--- src/verilog/rrx_pkg.sv ---
// package for the rotate / reverse-subtract execute block
// assumes a 32-bit register file and a flag word n,z,c,v
package rrx_pkg;
  localparam int          XLEN        = 32;
  localparam logic [3:0]  REG_SP      = 4'hd;   // stack pointer index
  localparam logic [3:0]  REG_PC      = 4'hf;   // program counter index
  localparam logic [1:0]  SHIFT_ROR   = 2'h3;   // rotate type code
  localparam logic [31:0] RESULT_RST  = 32'h0;
  localparam logic [3:0]  FLAGS_RST   = 4'h0;   // n z c v after reset
  localparam int          FLAG_N      = 3;
  localparam int          FLAG_Z      = 2;
  localparam int          FLAG_C      = 1;
  localparam int          FLAG_V      = 0;
  localparam logic [15:0] W_MOV_HI    = 16'hea4f; // wide move, flags off
  localparam logic [15:0] W_MOV_MASK  = 16'hffef; // ignore s bit
  localparam logic [15:0] W_RSBI_HI   = 16'hf1c0; // wide reverse-subtract imm
  localparam logic [15:0] W_RSBI_MASK = 16'hfbe0; // ignore i, s, source
  localparam logic [15:0] W_RORR_HI   = 16'hfa60; // wide register rotate
  localparam logic [15:0] W_RORR_MASK = 16'hffe0;
  localparam logic [9:0]  N_RORR      = 10'h107;  // short register rotate
  localparam logic [9:0]  N_RSB       = 10'h109;  // short negate
  typedef enum logic [2:0] {
    RRX_OP_NONE = 3'b000,
    RRX_OP_RORI = 3'b001,
    RRX_OP_RORR = 3'b010,
    RRX_OP_RRX  = 3'b011,
    RRX_OP_RSB  = 3'b100,
    RRX_OP_UND  = 3'b101
  } rrx_op_t;
endpackage : rrx_pkg

--- src/verilog/rrx_rot.sv ---
// combinational rotate-right unit with carry out
// assumes the caller already picked the amount source
module rrx_rot (
  input  wire logic [31:0] i_val,
  input  wire logic [7:0]  i_amt,
  input  wire logic        i_cin,
  output logic      [31:0] o_res,
  output logic             o_cout
);
  logic [4:0] sh;
  // only the low five bits set the result; carry is kept only when the whole amount byte is zero
  always_comb begin
    sh     = i_amt[4:0];
    o_res  = (i_val >> sh) | (i_val << (6'd32 - {1'b0, sh}));
    o_cout = (i_amt == 8'h00) ? i_cin : o_res[31];
  end
endmodule : rrx_rot

--- src/verilog/rrx_exec.sv ---
// execute stage for rotate, extended rotate and reverse subtract
// assumes fetch presents one instruction per valid cycle with operands read
module rrx_exec #(
  parameter bit MAIN_EXT = 1'b1
) (
  input  wire logic        i_clk,
  input  wire logic        i_arst_n,
  input  wire logic        i_valid,
  input  wire logic [31:0] i_instr,
  input  wire logic        i_is_wide,
  input  wire logic        i_in_block,
  input  wire logic        i_cond_pass,
  input  wire logic [31:0] i_src_val,
  input  wire logic [31:0] i_amt_val,
  input  wire logic [3:0]  i_flags,
  output logic             o_wr_en,
  output logic      [3:0]  o_wr_idx,
  output logic      [31:0] o_wr_data,
  output logic             o_flags_wr,
  output logic      [3:0]  o_flags,
  output logic             o_undef,
  output logic             o_unpred,
  output logic      [3:0]  o_src_idx,
  output logic      [3:0]  o_amt_idx
);
  // expand the 12-bit modified constant
  function automatic logic [31:0] modified_const_expand(input logic [11:0] c);
    logic [31:0] base;
    logic [4:0]  rot;
    base = 32'h0;
    rot  = c[11:7];
    case (c[9:8])
      2'h0:    base = {24'h0, c[7:0]};
      2'h1:    base = {8'h0, c[7:0], 8'h0, c[7:0]};
      2'h2:    base = {c[7:0], 8'h0, c[7:0], 8'h0};
      default: base = {c[7:0], c[7:0], c[7:0], c[7:0]};
    endcase
    if (c[11:10] != 2'h0) begin
      base = {24'h0, 1'b1, c[6:0]};
      base = (base >> rot) | (base << (6'd32 - {1'b0, rot}));
    end
    return base;
  endfunction : modified_const_expand

  logic [15:0] hw;
  logic [15:0] lw;
  logic [4:0]  imm_amt;
  rrx_pkg::rrx_op_t op;
  logic        setflags;
  logic [3:0]  dst_idx;
  logic [3:0]  src_idx;
  logic [3:0]  amt_idx;
  logic [31:0] rsb_imm;
  logic [31:0] rot_val;
  logic        rot_c;
  logic [7:0]  rot_amt;
  logic [32:0] sum;
  logic [31:0] res;
  logic        c_out;
  logic        v_out;
  logic        unpred;

  assign hw = i_instr[31:16];
  assign lw = i_instr[15:0];

  // decode: field extraction and operation choice
  always_comb begin
    op       = rrx_pkg::RRX_OP_NONE;
    setflags = 1'b0;
    dst_idx  = 4'h0;
    src_idx  = 4'h0;
    amt_idx  = 4'h0;
    rsb_imm  = 32'h0;
    unpred   = 1'b0;
    imm_amt  = {hw[14:12] & 3'h0, 2'h0} | {lw[14:12], lw[7:6]};
    if (!i_is_wide) begin
      if (lw[15:6] == rrx_pkg::N_RORR) begin
        op       = rrx_pkg::RRX_OP_RORR;
        setflags = !i_in_block;
        dst_idx  = {1'b0, lw[2:0]};
        src_idx  = {1'b0, lw[2:0]};
        amt_idx  = {1'b0, lw[5:3]};
      end else if (lw[15:6] == rrx_pkg::N_RSB) begin
        op       = rrx_pkg::RRX_OP_RSB;
        setflags = !i_in_block;
        dst_idx  = {1'b0, lw[2:0]};
        src_idx  = {1'b0, lw[5:3]};
        rsb_imm  = 32'h0;
      end
    end else if ((hw & rrx_pkg::W_MOV_MASK) == rrx_pkg::W_MOV_HI
                 && lw[5:4] == rrx_pkg::SHIFT_ROR) begin
      setflags = hw[4];
      dst_idx  = lw[11:8];
      src_idx  = lw[3:0];
      op = (imm_amt != 5'h00) ? rrx_pkg::RRX_OP_RORI : rrx_pkg::RRX_OP_RRX;
      if (!MAIN_EXT) op = rrx_pkg::RRX_OP_UND;
    end else if ((hw & rrx_pkg::W_RORR_MASK) == rrx_pkg::W_RORR_HI
                 && lw[15:12] == 4'hf && lw[7:4] == 4'h0) begin
      op       = MAIN_EXT ? rrx_pkg::RRX_OP_RORR : rrx_pkg::RRX_OP_UND;
      setflags = hw[4];
      dst_idx  = lw[11:8];
      src_idx  = hw[3:0];
      amt_idx  = lw[3:0];
    end else if ((hw & rrx_pkg::W_RSBI_MASK) == rrx_pkg::W_RSBI_HI && !lw[15]) begin
      op       = MAIN_EXT ? rrx_pkg::RRX_OP_RSB : rrx_pkg::RRX_OP_UND;
      setflags = hw[4];
      dst_idx  = lw[11:8];
      src_idx  = hw[3:0];
      rsb_imm  = modified_const_expand({hw[10], lw[14:12], lw[7:0]});
      unpred   = dst_idx == rrx_pkg::REG_SP || dst_idx == rrx_pkg::REG_PC
              || src_idx == rrx_pkg::REG_SP || src_idx == rrx_pkg::REG_PC;
    end
  end

  // rotate amount: constant or low byte of the amount register
  assign rot_amt = (op == rrx_pkg::RRX_OP_RORI) ? {3'h0, imm_amt} : i_amt_val[7:0];

  rrx_rot u_rot (
    .i_val  (i_src_val),
    .i_amt  (rot_amt),
    .i_cin  (i_flags[rrx_pkg::FLAG_C]),
    .o_res  (rot_val),
    .o_cout (rot_c)
  );

  // result and carry/overflow per operation
  always_comb begin
    sum   = {1'b0, rsb_imm} + {1'b0, ~i_src_val} + 33'h1;
    res   = rot_val;
    c_out = rot_c;
    v_out = i_flags[rrx_pkg::FLAG_V];
    case (op)
      rrx_pkg::RRX_OP_RRX: begin
        res   = {i_flags[rrx_pkg::FLAG_C], i_src_val[31:1]};
        c_out = i_src_val[0];
      end
      rrx_pkg::RRX_OP_RSB: begin
        res   = sum[31:0];
        c_out = sum[32];
        v_out = (rsb_imm[31] == ~i_src_val[31]) && (sum[31] != rsb_imm[31]);
      end
      default: begin
        res   = rot_val;
        c_out = rot_c;
      end
    endcase
  end

  logic        wr_en_d, wr_en_q, fl_wr_d, fl_wr_q, und_d, und_q, unp_d, unp_q;
  logic [3:0]  idx_d, idx_q, flags_d, flags_q;
  logic [31:0] data_d, data_q;
  logic        exec;

  // writeback next values; failed condition blocks the writes and unpred, but not undef
  always_comb begin
    exec    = i_valid && i_cond_pass && op != rrx_pkg::RRX_OP_NONE
              && op != rrx_pkg::RRX_OP_UND;
    wr_en_d = exec;
    idx_d   = dst_idx;
    data_d  = res;
    fl_wr_d = exec && setflags;
    flags_d = i_flags;
    if (fl_wr_d) begin
      flags_d[rrx_pkg::FLAG_N] = res[31];
      flags_d[rrx_pkg::FLAG_Z] = (res == 32'h0);
      flags_d[rrx_pkg::FLAG_C] = c_out;
      flags_d[rrx_pkg::FLAG_V] = v_out;
    end
    und_d = i_valid && op == rrx_pkg::RRX_OP_UND;
    unp_d = exec && unpred;
  end

  // register the writeback
  always_ff @(posedge i_clk or negedge i_arst_n) begin
    if (!i_arst_n) begin
      wr_en_q <= 1'b0;
      idx_q   <= 4'h0;
      data_q  <= rrx_pkg::RESULT_RST;
      fl_wr_q <= 1'b0;
      flags_q <= rrx_pkg::FLAGS_RST;
      und_q   <= 1'b0;
      unp_q   <= 1'b0;
    end else begin
      wr_en_q <= wr_en_d;
      idx_q   <= idx_d;
      data_q  <= data_d;
      fl_wr_q <= fl_wr_d;
      flags_q <= flags_d;
      und_q   <= und_d;
      unp_q   <= unp_d;
    end
  end

  logic [3:0] sidx_q, aidx_q;
  // operand index outputs, registered to keep outputs on flops
  always_ff @(posedge i_clk or negedge i_arst_n) begin
    if (!i_arst_n) begin
      sidx_q <= 4'h0;
      aidx_q <= 4'h0;
    end else begin
      sidx_q <= src_idx;
      aidx_q <= amt_idx;
    end
  end

  assign o_wr_en    = wr_en_q;
  assign o_wr_idx   = idx_q;
  assign o_wr_data  = data_q;
  assign o_flags_wr = fl_wr_q;
  assign o_flags    = flags_q;
  assign o_undef    = und_q;
  assign o_unpred   = unp_q;
  assign o_src_idx  = sidx_q;
  assign o_amt_idx  = aidx_q;

  property p_nocond;
    @(posedge i_clk) disable iff (!i_arst_n)
      (i_valid && !i_cond_pass) |=> (!o_wr_en && !o_flags_wr);
  endproperty
  a_nocond: assert property (p_nocond) else $error("write on failed condition");

  property p_flags_n;
    @(posedge i_clk) disable iff (!i_arst_n)
      o_flags_wr |-> (o_flags[3] == o_wr_data[31] && o_flags[2] == (o_wr_data == 32'h0));
  endproperty
  a_flags_n: assert property (p_flags_n) else $error("n or z mismatch");

  property p_rrx;
    @(posedge i_clk) disable iff (!i_arst_n)
      (op == rrx_pkg::RRX_OP_RRX && exec)
        |=> o_wr_data == {$past(i_flags[1]), $past(i_src_val[31:1])};
  endproperty
  a_rrx: assert property (p_rrx) else $error("extended rotate wrong");

  property p_rsb;
    @(posedge i_clk) disable iff (!i_arst_n)
      (op == rrx_pkg::RRX_OP_RSB && exec) |=> o_wr_data == $past(rsb_imm - i_src_val);
  endproperty
  a_rsb: assert property (p_rsb) else $error("reverse subtract wrong");

  property p_undef;
    @(posedge i_clk) disable iff (!i_arst_n)
      o_undef |-> !o_wr_en && !o_flags_wr;
  endproperty
  a_undef: assert property (p_undef) else $error("undefined op wrote");

  property p_short_ror;
    @(posedge i_clk) disable iff (!i_arst_n)
      (exec && !i_is_wide && op == rrx_pkg::RRX_OP_RORR) |=> o_flags_wr == !$past(i_in_block);
  endproperty
  a_short_ror: assert property (p_short_ror) else $error("short rotate flags");

  property p_zero_amt;
    @(posedge i_clk) disable iff (!i_arst_n)
      (exec && op == rrx_pkg::RRX_OP_RORR && i_amt_val[7:0] == 8'h00)
        |=> o_wr_data == $past(i_src_val) && o_flags[1] == $past(i_flags[1]);
  endproperty
  a_zero_amt: assert property (p_zero_amt) else $error("zero rotate changed");

  // constant rotate checked against the raw amount fields, not the decoded amount
  property p_rori;
    @(posedge i_clk) disable iff (!i_arst_n)
      (exec && op == rrx_pkg::RRX_OP_RORI)
        |=> o_wr_data == 32'({$past(i_src_val), $past(i_src_val)} >> $past({lw[14:12], lw[7:6]}));
  endproperty
  a_rori: assert property (p_rori) else $error("constant rotate wrong");

  // all-zero amount fields must fall through to the extended rotate
  property p_const_zero;
    @(posedge i_clk) disable iff (!i_arst_n)
      (MAIN_EXT && i_valid && i_cond_pass && i_is_wide
       && (hw & rrx_pkg::W_MOV_MASK) == rrx_pkg::W_MOV_HI && lw[5:4] == rrx_pkg::SHIFT_ROR
       && lw[14:12] == 3'h0 && lw[7:6] == 2'h0)
        |=> o_wr_data == {$past(i_flags[1]), $past(i_src_val[31:1])};
  endproperty
  a_const_zero: assert property (p_const_zero) else $error("zero amount rotated");

  property p_rrx_carry;
    @(posedge i_clk) disable iff (!i_arst_n)
      (exec && op == rrx_pkg::RRX_OP_RRX && setflags) |=> o_flags[1] == $past(i_src_val[0]);
  endproperty
  a_rrx_carry: assert property (p_rrx_carry) else $error("extended rotate carry");

  // register rotate only sees the low bits of the amount register
  property p_reg_rot;
    @(posedge i_clk) disable iff (!i_arst_n)
      (exec && op == rrx_pkg::RRX_OP_RORR)
        |=> o_wr_data == 32'({$past(i_src_val), $past(i_src_val)} >> $past(i_amt_val[4:0]));
  endproperty
  a_reg_rot: assert property (p_reg_rot) else $error("register rotate wrong");

  property p_short_neg;
    @(posedge i_clk) disable iff (!i_arst_n)
      (exec && !i_is_wide && op == rrx_pkg::RRX_OP_RSB)
        |=> o_wr_data == 32'h0 - $past(i_src_val) && o_flags_wr == !$past(i_in_block);
  endproperty
  a_short_neg: assert property (p_short_neg) else $error("short negate wrong");

  // sp or pc in the wide form still executes, but is reported
  property p_unpred;
    @(posedge i_clk) disable iff (!i_arst_n)
      (exec && i_is_wide && op == rrx_pkg::RRX_OP_RSB
       && (lw[11:8] == rrx_pkg::REG_SP || hw[3:0] == rrx_pkg::REG_PC))
        |=> o_unpred && o_wr_en;
  endproperty
  a_unpred: assert property (p_unpred) else $error("unpredictable regs missed");
endmodule : rrx_exec

--- config.mk ---
export PLATFORM = sky130hd
export DESIGN_NAME = rrx_exec
export DESIGN_NICKNAME = d
export VERILOG_FILES = /design/src/verilog/rrx_pkg.sv /design/src/verilog/rrx_rot.sv /design/src/verilog/rrx_exec.sv
export SDC_FILE = /design/constraint.sdc
export NUM_CORES = 1
export LEC_CHECK = 0
export BUFFER_PORTS_ARGS = -buffer_cell sky130_fd_sc_hd__buf_4
export CAP_MARGIN = 15
export CORE_MARGIN = 2
export CORE_UTILIZATION = 41
export CTS_CLUSTER_DIAMETER = 80
export DETAILED_ROUTE_END_ITERATION = 7
export PLACE_DENSITY = 0.62
export SLEW_MARGIN = 20
export SYNTH_ARGS = -nofsm -noshare
export SYNTH_HDL_FRONTEND = slang
export SYNTH_HIERARCHICAL = 1
export SYNTH_SLANG_ARGS = --single-unit
--- constraint.sdc ---
create_clock -name i_clk -period 1.15 [get_ports i_clk]
set_input_delay 0.23 -clock i_clk [delete_from_list [all_inputs] [get_ports i_clk]]
set_output_delay 0.23 -clock i_clk [all_outputs]
set_load 0.05 [all_outputs]
Word level (Yosys, flattened, before mapping)

Cells that the tools add are included.

Register bits: 52
Output and inout port bits: 52
Logic and storage cells: 109

Add/sub/neg operators: 4
Eq/ne operators: 20
Shifts and indexed selects: 4
Multiplexer cells: 45
Bitwise logic cells: 4
Reduce and logical (&&, ||, !) cells: 23

Operators with widths:

| cell                                            | count |
|---|---|
| two-way mux 32 bit                              | 5 |
| case mux 32 bit (3 select lines)                | 1 |
| bitwise OR 32 bit                               | 2 |
| case mux 32 bit (2 select lines)                | 1 |
| two-way mux 4 bit                               | 12 |
| adder 32 x 32 -> 33 bit                         | 1 |
| adder 33 x 1 -> 33 bit, second input constant   | 1 |
| two-way mux 3 bit                               | 11 |
| logical NOT 32 bit                              | 1 |
| NOT 32 bit                                      | 1 |
| left shift 32 x 6 -> 32 bit                     | 1 |
| left shift 8 x 6 -> 32 bit                      | 1 |
| right shift 32 x 5 -> 32 bit                    | 1 |
| right shift 8 x 5 -> 32 bit                     | 1 |
| == test 10 x 9 -> 1 bit, second input constant  | 2 |
| == test 4 bit, second input constant            | 5 |
| == test 15 bit, second input constant           | 1 |
| two-way mux 1 bit                               | 12 |
| subtractor 6 x 5 -> 6 bit, first input constant | 2 |
| == test 11 bit, second input constant           | 1 |
| logical AND 1 bit                               | 11 |
| == test 10 bit, second input constant           | 1 |
| logical NOT 8 bit                               | 1 |
| two-way mux 8 bit                               | 1 |
| other kinds (18)                                | 23 |

Logic depth before layout (Yosys ltp)

Word-level depth: 14
Depth in mapped cells: 29

Hierarchy

Netlist, hierarchy kept.

By module, submodules not included:

| module   | instances | cells an instance | area each (sq um) | sequential area each (sq um) |
|---|---|---|---|---|
| rrx_exec | 1         | 737               | 5554.1            | 1301.2 |
| rrx_rot  | 1         | 421               | 3646.0            | 0.0 |

Least setup slack after synthesis

Ideal clock, no wire load.

Path type: in2reg
From: input port i_instr[4]
To: register flags_q[2] (netlist: o_flags[2])
Library setup time: 95 ps
Data arrival time: 5984 ps
Data required time: 1055 ps
Path slack: -4929 ps
Cell stages on the path: 26
Buffers on the path: 8
Cells stage by stage: buf_2 and4b_1 nand4b_1 nor2_1 and3_1 clkbuf_1 mux2_2 buf_6 inv_2 buf_2 buf_2 ha_1 buf_6 buf_2 buf_4 mux2_2 mux2i_1 mux2i_1 a222oi_1 o21ai_0 a22oi_1 nand2_1 or3_1 or4b_1 or4_1 o31ai_1

Word-level cells in the longest chain between the ends: 13
Elaborated cells between the ends (all ways): 37
Classes of those cells: add/sub (3); eq/ne (5); shift (4); mux (15); bitwise (2); reduce/logical (8)

Ends and longest elaborated chain:

| item                               | RTL line        | text |
|---|---|---|
| start: declaration                 | rrx_exec.sv:9   | `input wire logic [31:0] i_instr,` |
| logical NOT 4 bit                  | rrx_exec.sv:98  | `&& lw[15:12] == 4'hf && lw[7:4] == 4'h0) begin` |
| logical AND 1 bit                  | rrx_exec.sv:98  |  |
| two-way mux 3 bit                  | rrx_exec.sv:97  | `end else if ((hw & rrx_pkg::W_RORR_MASK) == rrx_pkg::W_RORR_HI` |
| two-way mux 3 bit *                | rrx_exec.sv:90  | `end else if ((hw & rrx_pkg::W_MOV_MASK) == rrx_pkg::W_MOV_HI` |
| two-way mux 3 bit *                | rrx_exec.sv:76  | `if (!i_is_wide) begin` |
| == test 3 x 1 -> 1 bit *           | rrx_exec.sv:116 | `assign rot_amt = (op == rrx_pkg::RRX_OP_RORI) ? {3'h0, imm_amt} : i_amt_val[7:0];` |
| two-way mux 8 bit *                | rrx_exec.sv:116 |  |
| via rot_amt[0]                     | rrx_exec.sv:56  | `logic [7:0] rot_amt;` |
| subtractor 6 x 5 -> 6 bit          | rrx_rot.sv:14   | `o_res = (i_val >> sh) \| (i_val << (6'd32 - {1'b0, sh}));` |
| left shift 32 x 6 -> 32 bit        | rrx_rot.sv:14   |  |
| bitwise OR 32 bit *                | rrx_rot.sv:14   |  |
| via rot_val[24]                    | rrx_exec.sv:54  | `logic [31:0] rot_val;` |
| case mux 32 bit (2 select lines) * | rrx_exec.sv:132 | `case (op)` |
| via data_d[24]                     | rrx_exec.sv:151 | `logic [31:0] data_d, data_q;` |
| logical NOT 32 bit *               | rrx_exec.sv:165 | `flags_d[rrx_pkg::FLAG_Z] = (res == 32'h0);` |
| two-way mux 4 bit *                | rrx_exec.sv:163 | `if (fl_wr_d) begin` |
| via flags_d[2]                     | rrx_exec.sv:150 | `logic [3:0] idx_d, idx_q, flags_d, flags_q;` |
| end signal: assignment             | rrx_exec.sv:180 | `flags_q <= rrx_pkg::FLAGS_RST;` |
| end signal: assignment             | rrx_exec.sv:188 | `flags_q <= flags_d;` |
| end: declaration                   | rrx_exec.sv:150 |  |

The timed path passes the listed nets; every way through them passes the cells marked *.

Worst setup path in the final report

From: input port i_instr[23]
To: register flags_q[2] (netlist: o_flags[2])

Word-level cells in the longest chain between the ends: 14
Elaborated cells between the ends (all ways): 37
Classes of those cells: add/sub (3); eq/ne (7); shift (2); mux (15); bitwise (1); reduce/logical (9)

Ends and longest elaborated chain:

| item                                                          | RTL line |
|---|---|
| == test 10 bit / == test 11 bit (equally long branches)       | rrx_exec.sv:104, rrx_exec.sv:97 |
| logical AND 1 bit (on tied branches)                          | rrx_exec.sv:104, rrx_exec.sv:98 |
| two-way mux 3 bit / logical AND 1 bit (equally long branches) | rrx_exec.sv:104, rrx_exec.sv:98 |
| two-way mux 3 bit                                             | rrx_exec.sv:97 |
| two-way mux 3 bit *                                           | rrx_exec.sv:90 |
| two-way mux 3 bit *                                           | rrx_exec.sv:76 |
| == test 3 x 1 -> 1 bit *                                      | rrx_exec.sv:116 |
| two-way mux 8 bit *                                           | rrx_exec.sv:116 |
| via rot_amt[1]                                                | rrx_exec.sv:56 |
| (+1 left out)                                                 | - |
| left shift 32 x 6 -> 32 bit                                   | rrx_rot.sv:14 |
| bitwise OR 32 bit *                                           | rrx_rot.sv:14 |
| via rot_val[12]                                               | rrx_exec.sv:54 |
| case mux 32 bit (2 select lines) *                            | rrx_exec.sv:132 |
| via data_d[12]                                                | rrx_exec.sv:151 |
| logical NOT 32 bit *                                          | rrx_exec.sv:165 |
| two-way mux 4 bit *                                           | rrx_exec.sv:163 |
| via flags_d[2]                                                | rrx_exec.sv:150 |

Marks and branches as above.

==> flow_results.xml <==
<?xml version="1.0" encoding="UTF-8"?>
<metrics>
  <group name="critical_path">
    <metric name="crit_path_start_kind" unit="">input pin</metric>
    <metric name="cp.required" unit="ns">1.35</metric>
    <metric name="setup.worst_path.start" unit="">i_instr[23]</metric>
    <metric name="path_max_fanout" unit="">6</metric>
    <metric name="critical_path.endpoint_type" unit="">flop</metric>
    <metric name="crit_arrival" unit="ns">5.20</metric>
    <metric name="worstSetupPathType" unit="">input pin to flop</metric>
  </group>
  <group name="timing">
    <metric name="max-slew-margin-rel" unit="%">56.3</metric>
    <metric name="setup-violations-final" unit="">53</metric>
    <metric name="layout_min_cycle_time" unit="ns">5.00</metric>
    <metric name="worst_slack" unit="ns">-3.85</metric>
    <metric name="grt_setup_unrepaired" unit="">true</metric>
    <metric name="worst-slew-pin-transition" unit="ns">0.654</metric>
    <metric name="timing.final.hold_violations" unit="">0</metric>
    <metric name="pins_over_their_slew_limit" unit="">0</metric>
    <metric name="fmaxAchievable" unit="MHz">200</metric>
    <metric name="period_share" unit="%">435</metric>
    <metric name="timing.setup.tns" unit="ns">-107.66</metric>
    <metric name="fin_hold_ws" unit="ns">0.150</metric>
  </group>
  <group name="synthesis">
    <metric name="syn_avg_cell_area" unit="µm²">7.94</metric>
    <metric name="synth.cell_area" unit="µm²">9200</metric>
    <metric name="synth_cells" unit="">1158</metric>
    <metric name="ys_seq_area_share" unit="%">14.1</metric>
    <metric name="yosys-top-cells-area" unit="">dfrtp_1 14%, mux4_2 10%, mux2i_1 7.9%</metric>
    <metric name="syn_nets" unit="">1303</metric>
    <metric name="postSynthRegisterBits" unit="">52</metric>
    <metric name="synth_edf_count" unit="">0</metric>
    <metric name="synthesis.yosys.warnings" unit="">6</metric>
    <metric name="synth_top_area_share" unit="%">14.1</metric>
    <metric name="ys_types" unit="">86</metric>
    <metric name="dominantRegCellSynth" unit="">dfrtp_1</metric>
    <metric name="postSynth.asyncResetShare" unit="%">100</metric>
    <metric name="synth.largest_area_cell" unit="">dfrtp_1</metric>
  </group>
  <group name="global_routing">
    <metric name="vias_in_the_first_global_route" unit="">12700</metric>
    <metric name="grt_antenna_before_repair" unit="">0</metric>
    <metric name="grt_pass1_wl" unit="mm">74.1</metric>
    <metric name="maximum_number_of_pins_on_one_net_before_global_route_repair" unit="">43</metric>
    <metric name="sum_of_overflow_across_all_layers_after_global_routing" unit="">0</metric>
    <metric name="groute.usage.overall" unit="%">40.4</metric>
  </group>
  <group name="cells_and_area">
    <metric name="antennaDiodeCount" unit="">0</metric>
    <metric name="finalNetCount" unit="">1936</metric>
    <metric name="mostFrequentLayoutCell" unit="">buf_4</metric>
    <metric name="fill_cells" unit="">1568</metric>
    <metric name="syn2layout_area_growth" unit="%">80.8</metric>
    <metric name="total_non_filler_cell_area_in_the_finished_layout" unit="µm²">16600</metric>
    <metric name="commonest_cells_after_routing_fill_and_taps_aside" unit="">625 x buf_4, 103 x nand2_1, 78 x buf_6</metric>
    <metric name="seqCellArea" unit="µm²">1300</metric>
    <metric name="drive_gt1_share" unit="%">59.0</metric>
    <metric name="multi_input_comb_area" unit="µm²">8720</metric>
  </group>
  <group name="place">
    <metric name="post_dp_cell_area" unit="µm²">14100</metric>
    <metric name="dp.final_hpwl" unit="mm">38.7</metric>
    <metric name="port_buffers" unit="">133</metric>
    <metric name="preCtsSetupSlack" unit="ns">-4.19</metric>
    <metric name="globalplace.congestion" unit="">1.01</metric>
  </group>
  <group name="worst_hold_path">
    <metric name="hold_path.startpoint" unit="">i_flags[3]</metric>
    <metric name="hold_path_class" unit="">input pin to flop</metric>
  </group>
  <group name="clock_network">
    <metric name="cts-htree-levels" unit="">2</metric>
    <metric name="clk_root_buffer_cell" unit="">clkbuf_16</metric>
    <metric name="cts_tree" unit="">built</metric>
    <metric name="path_clk_slew" unit="ns">0.07</metric>
    <metric name="ctsLongestPathBuffers" unit="">2</metric>
    <metric name="clock_sinks" unit="">52</metric>
    <metric name="cts_buffers" unit="">5</metric>
  </group>
  <group name="floorplan">
    <metric name="die_area" unit="µm²">23700</metric>
    <metric name="ioPinCount" unit="">158</metric>
    <metric name="die_y" unit="µm">154</metric>
    <metric name="floorplan.die.width" unit="µm">154</metric>
    <metric name="core.rowCount" unit="">54</metric>
    <metric name="placeableCoreArea" unit="µm²">21900</metric>
    <metric name="initial_utilization" unit="%">42.0</metric>
  </group>
  <group name="route">
    <metric name="totalWireLength" unit="mm">52.4</metric>
    <metric name="routedWlPerCell" unit="µm">25.3</metric>
    <metric name="routed-via-count" unit="">13100</metric>
    <metric name="detail_route.iter0.violations" unit="">1319</metric>
    <metric name="final_antenna_net_count" unit="">0</metric>
    <metric name="detail_route.vias_per_cell" unit="">6.32</metric>
    <metric name="drt_pass1_iterations" unit="">7</metric>
    <metric name="drc_errors" unit="">0</metric>
  </group>
  <group name="pwr">
    <metric name="power_leakage" unit="nW">7.83</metric>
    <metric name="vdd_drop_max" unit="mV">0.553</metric>
    <metric name="power-per-cell-area" unit="nW/µm²">742</metric>
  </group>
  <group name="flow_run">
    <metric name="max_cap_viol_count" unit="">0</metric>
  </group>
  <group name="status">
    <metric name="failed_checks" unit="">setup timing</metric>
    <metric name="outcome" unit="">finished, violations left</metric>
  </group>
</metrics>
[cells in the mapped netlist, types with 13 or more instances]
master / count
xnor2_1: 13
nor3_1: 28
a21oi_1: 68
nand2_1: 111
xor2_1: 18
o211ai_1: 16
mux4_2: 41
buf_2: 24
nand2b_1: 13
ha_1: 38
o21ai_0: 90
inv_1: 57
mux2_2: 39
a22oi_1: 29
a21o_1: 16
dfrtp_1: 52
mux2i_1: 73
nor2_1: 89
a31oi_1: 15
clkbuf_1: 53
nand3_1: 28
[stage by stage]
step / power [mW] / utilization [%] / cells
2_1_floorplan: 5.66 / - / 1158
3_3_place_gp: 9.06 / 64.5 / 1977
3_5_place_dp: 9.09 / 64.5 / 1977
4_1_cts: 11.6 / 71.1 / 2027
5_1_grt: 12.7 / 76.0 / 2072
6_report: 12.3 / 76.0 / 2072
[registers in the layout, summed over array words and instances (netlist names)]
| name | cells |
|---|---|
| o_flags | 4 |
| o_wr_en | 1 |
| o_wr_data | 32 |
| o_undef | 1 |
| o_wr_idx | 4 |
| o_amt_idx | 4 |
| o_unpred | 1 |
| o_src_idx | 4 |
| o_flags_wr | 1 |
[worst max-delay path, cell delays in order]
cell	delay, ns
buf_4	0.13
nor4bb_4	0.36
nand2_1	0.16
nor2_2	0.16
and3_4	0.25
mux2_4	0.35
inv_2	0.08
ha_4	0.23
buf_6	0.14
buf_6	0.13
mux2_4	0.32
buf_6	0.12
mux4_2	0.51
mux2i_2	0.25
o21ai_2	0.10
a22oi_2	0.17
o21ai_2	0.10
nand4b_1	0.32
nor4_4	0.30
nand4b_1	0.14
or4_1	0.41
o31ai_1	0.21
[final cells by class]
class | instances | share of cell area, %
Timing Repair Buffer | 719 | 35.3
Inverter | 58 | 1.38
Multi-Input combinational cell | 955 | 52.4
Tap cell | 280 | 2.11
Clock inverter | 2 | 0.211
Sequential cell | 52 | 7.82
Clock buffer | 6 | 0.775
[per-layer routing]
layer | wire [µm] | up-vias | track usage [%] | share of wire [%]
met5 | 0 | - | 0 | 0
li1 | - | 5648 | - | -
met3 | 4360 | 270 | 5.47 | 8.3
met1 | 19300 | 6313 | 49.6 | 37
met4 | 4040 | 0 | 21.0 | 7.7
met2 | 24700 | 871 | 69.1 | 47
[cells by family after synthesis]
| group | after synthesis | share of synthesized area [%] |
|---|---|---|
| AND/OR/NAND/NOR | 365 | 20.0 |
| XOR/XNOR | 32 | 3.13 |
| other | 1 | 0.0408 |
| multiplexers | 157 | 23.8 |
| adder cells (fa/ha/maj) | 39 | 5.39 |
| AO/OA/AOI/OAI | 361 | 26.1 |
| buffers and inverters | 151 | 7.47 |
| flip-flops | 52 | 14.1 |
[path summary, 6_finish.rpt]
path	end	slack [ns]	cells after the start
setup / recovery	o_flags[2]	-3.85	22
hold / removal	o_flags[3]	0.15	3
max in group asynchronous	o_wr_data[18]	0.30	3
min in group asynchronous	o_amt_idx[1]	0.34	2
[what timing repair did]
item | 4_1_cts | 5_1_grt
pin swaps | 63 | 83
setup buffers | 47 | 56
hold buffers | 1 | 0
endpoints found under the hold margin | 10 | 0
endpoints found under the setup margin | 52 | 52
gates resized for setup | 215 | 181
[power by group]
part	switching (mW)	internal (mW)
Sequential	0.0790	2.04
Clock	0.744	1.03
Combinational	4.52	3.94
Total	5.34	7.00
Note: power is estimated with default switching activity, not from simulation.
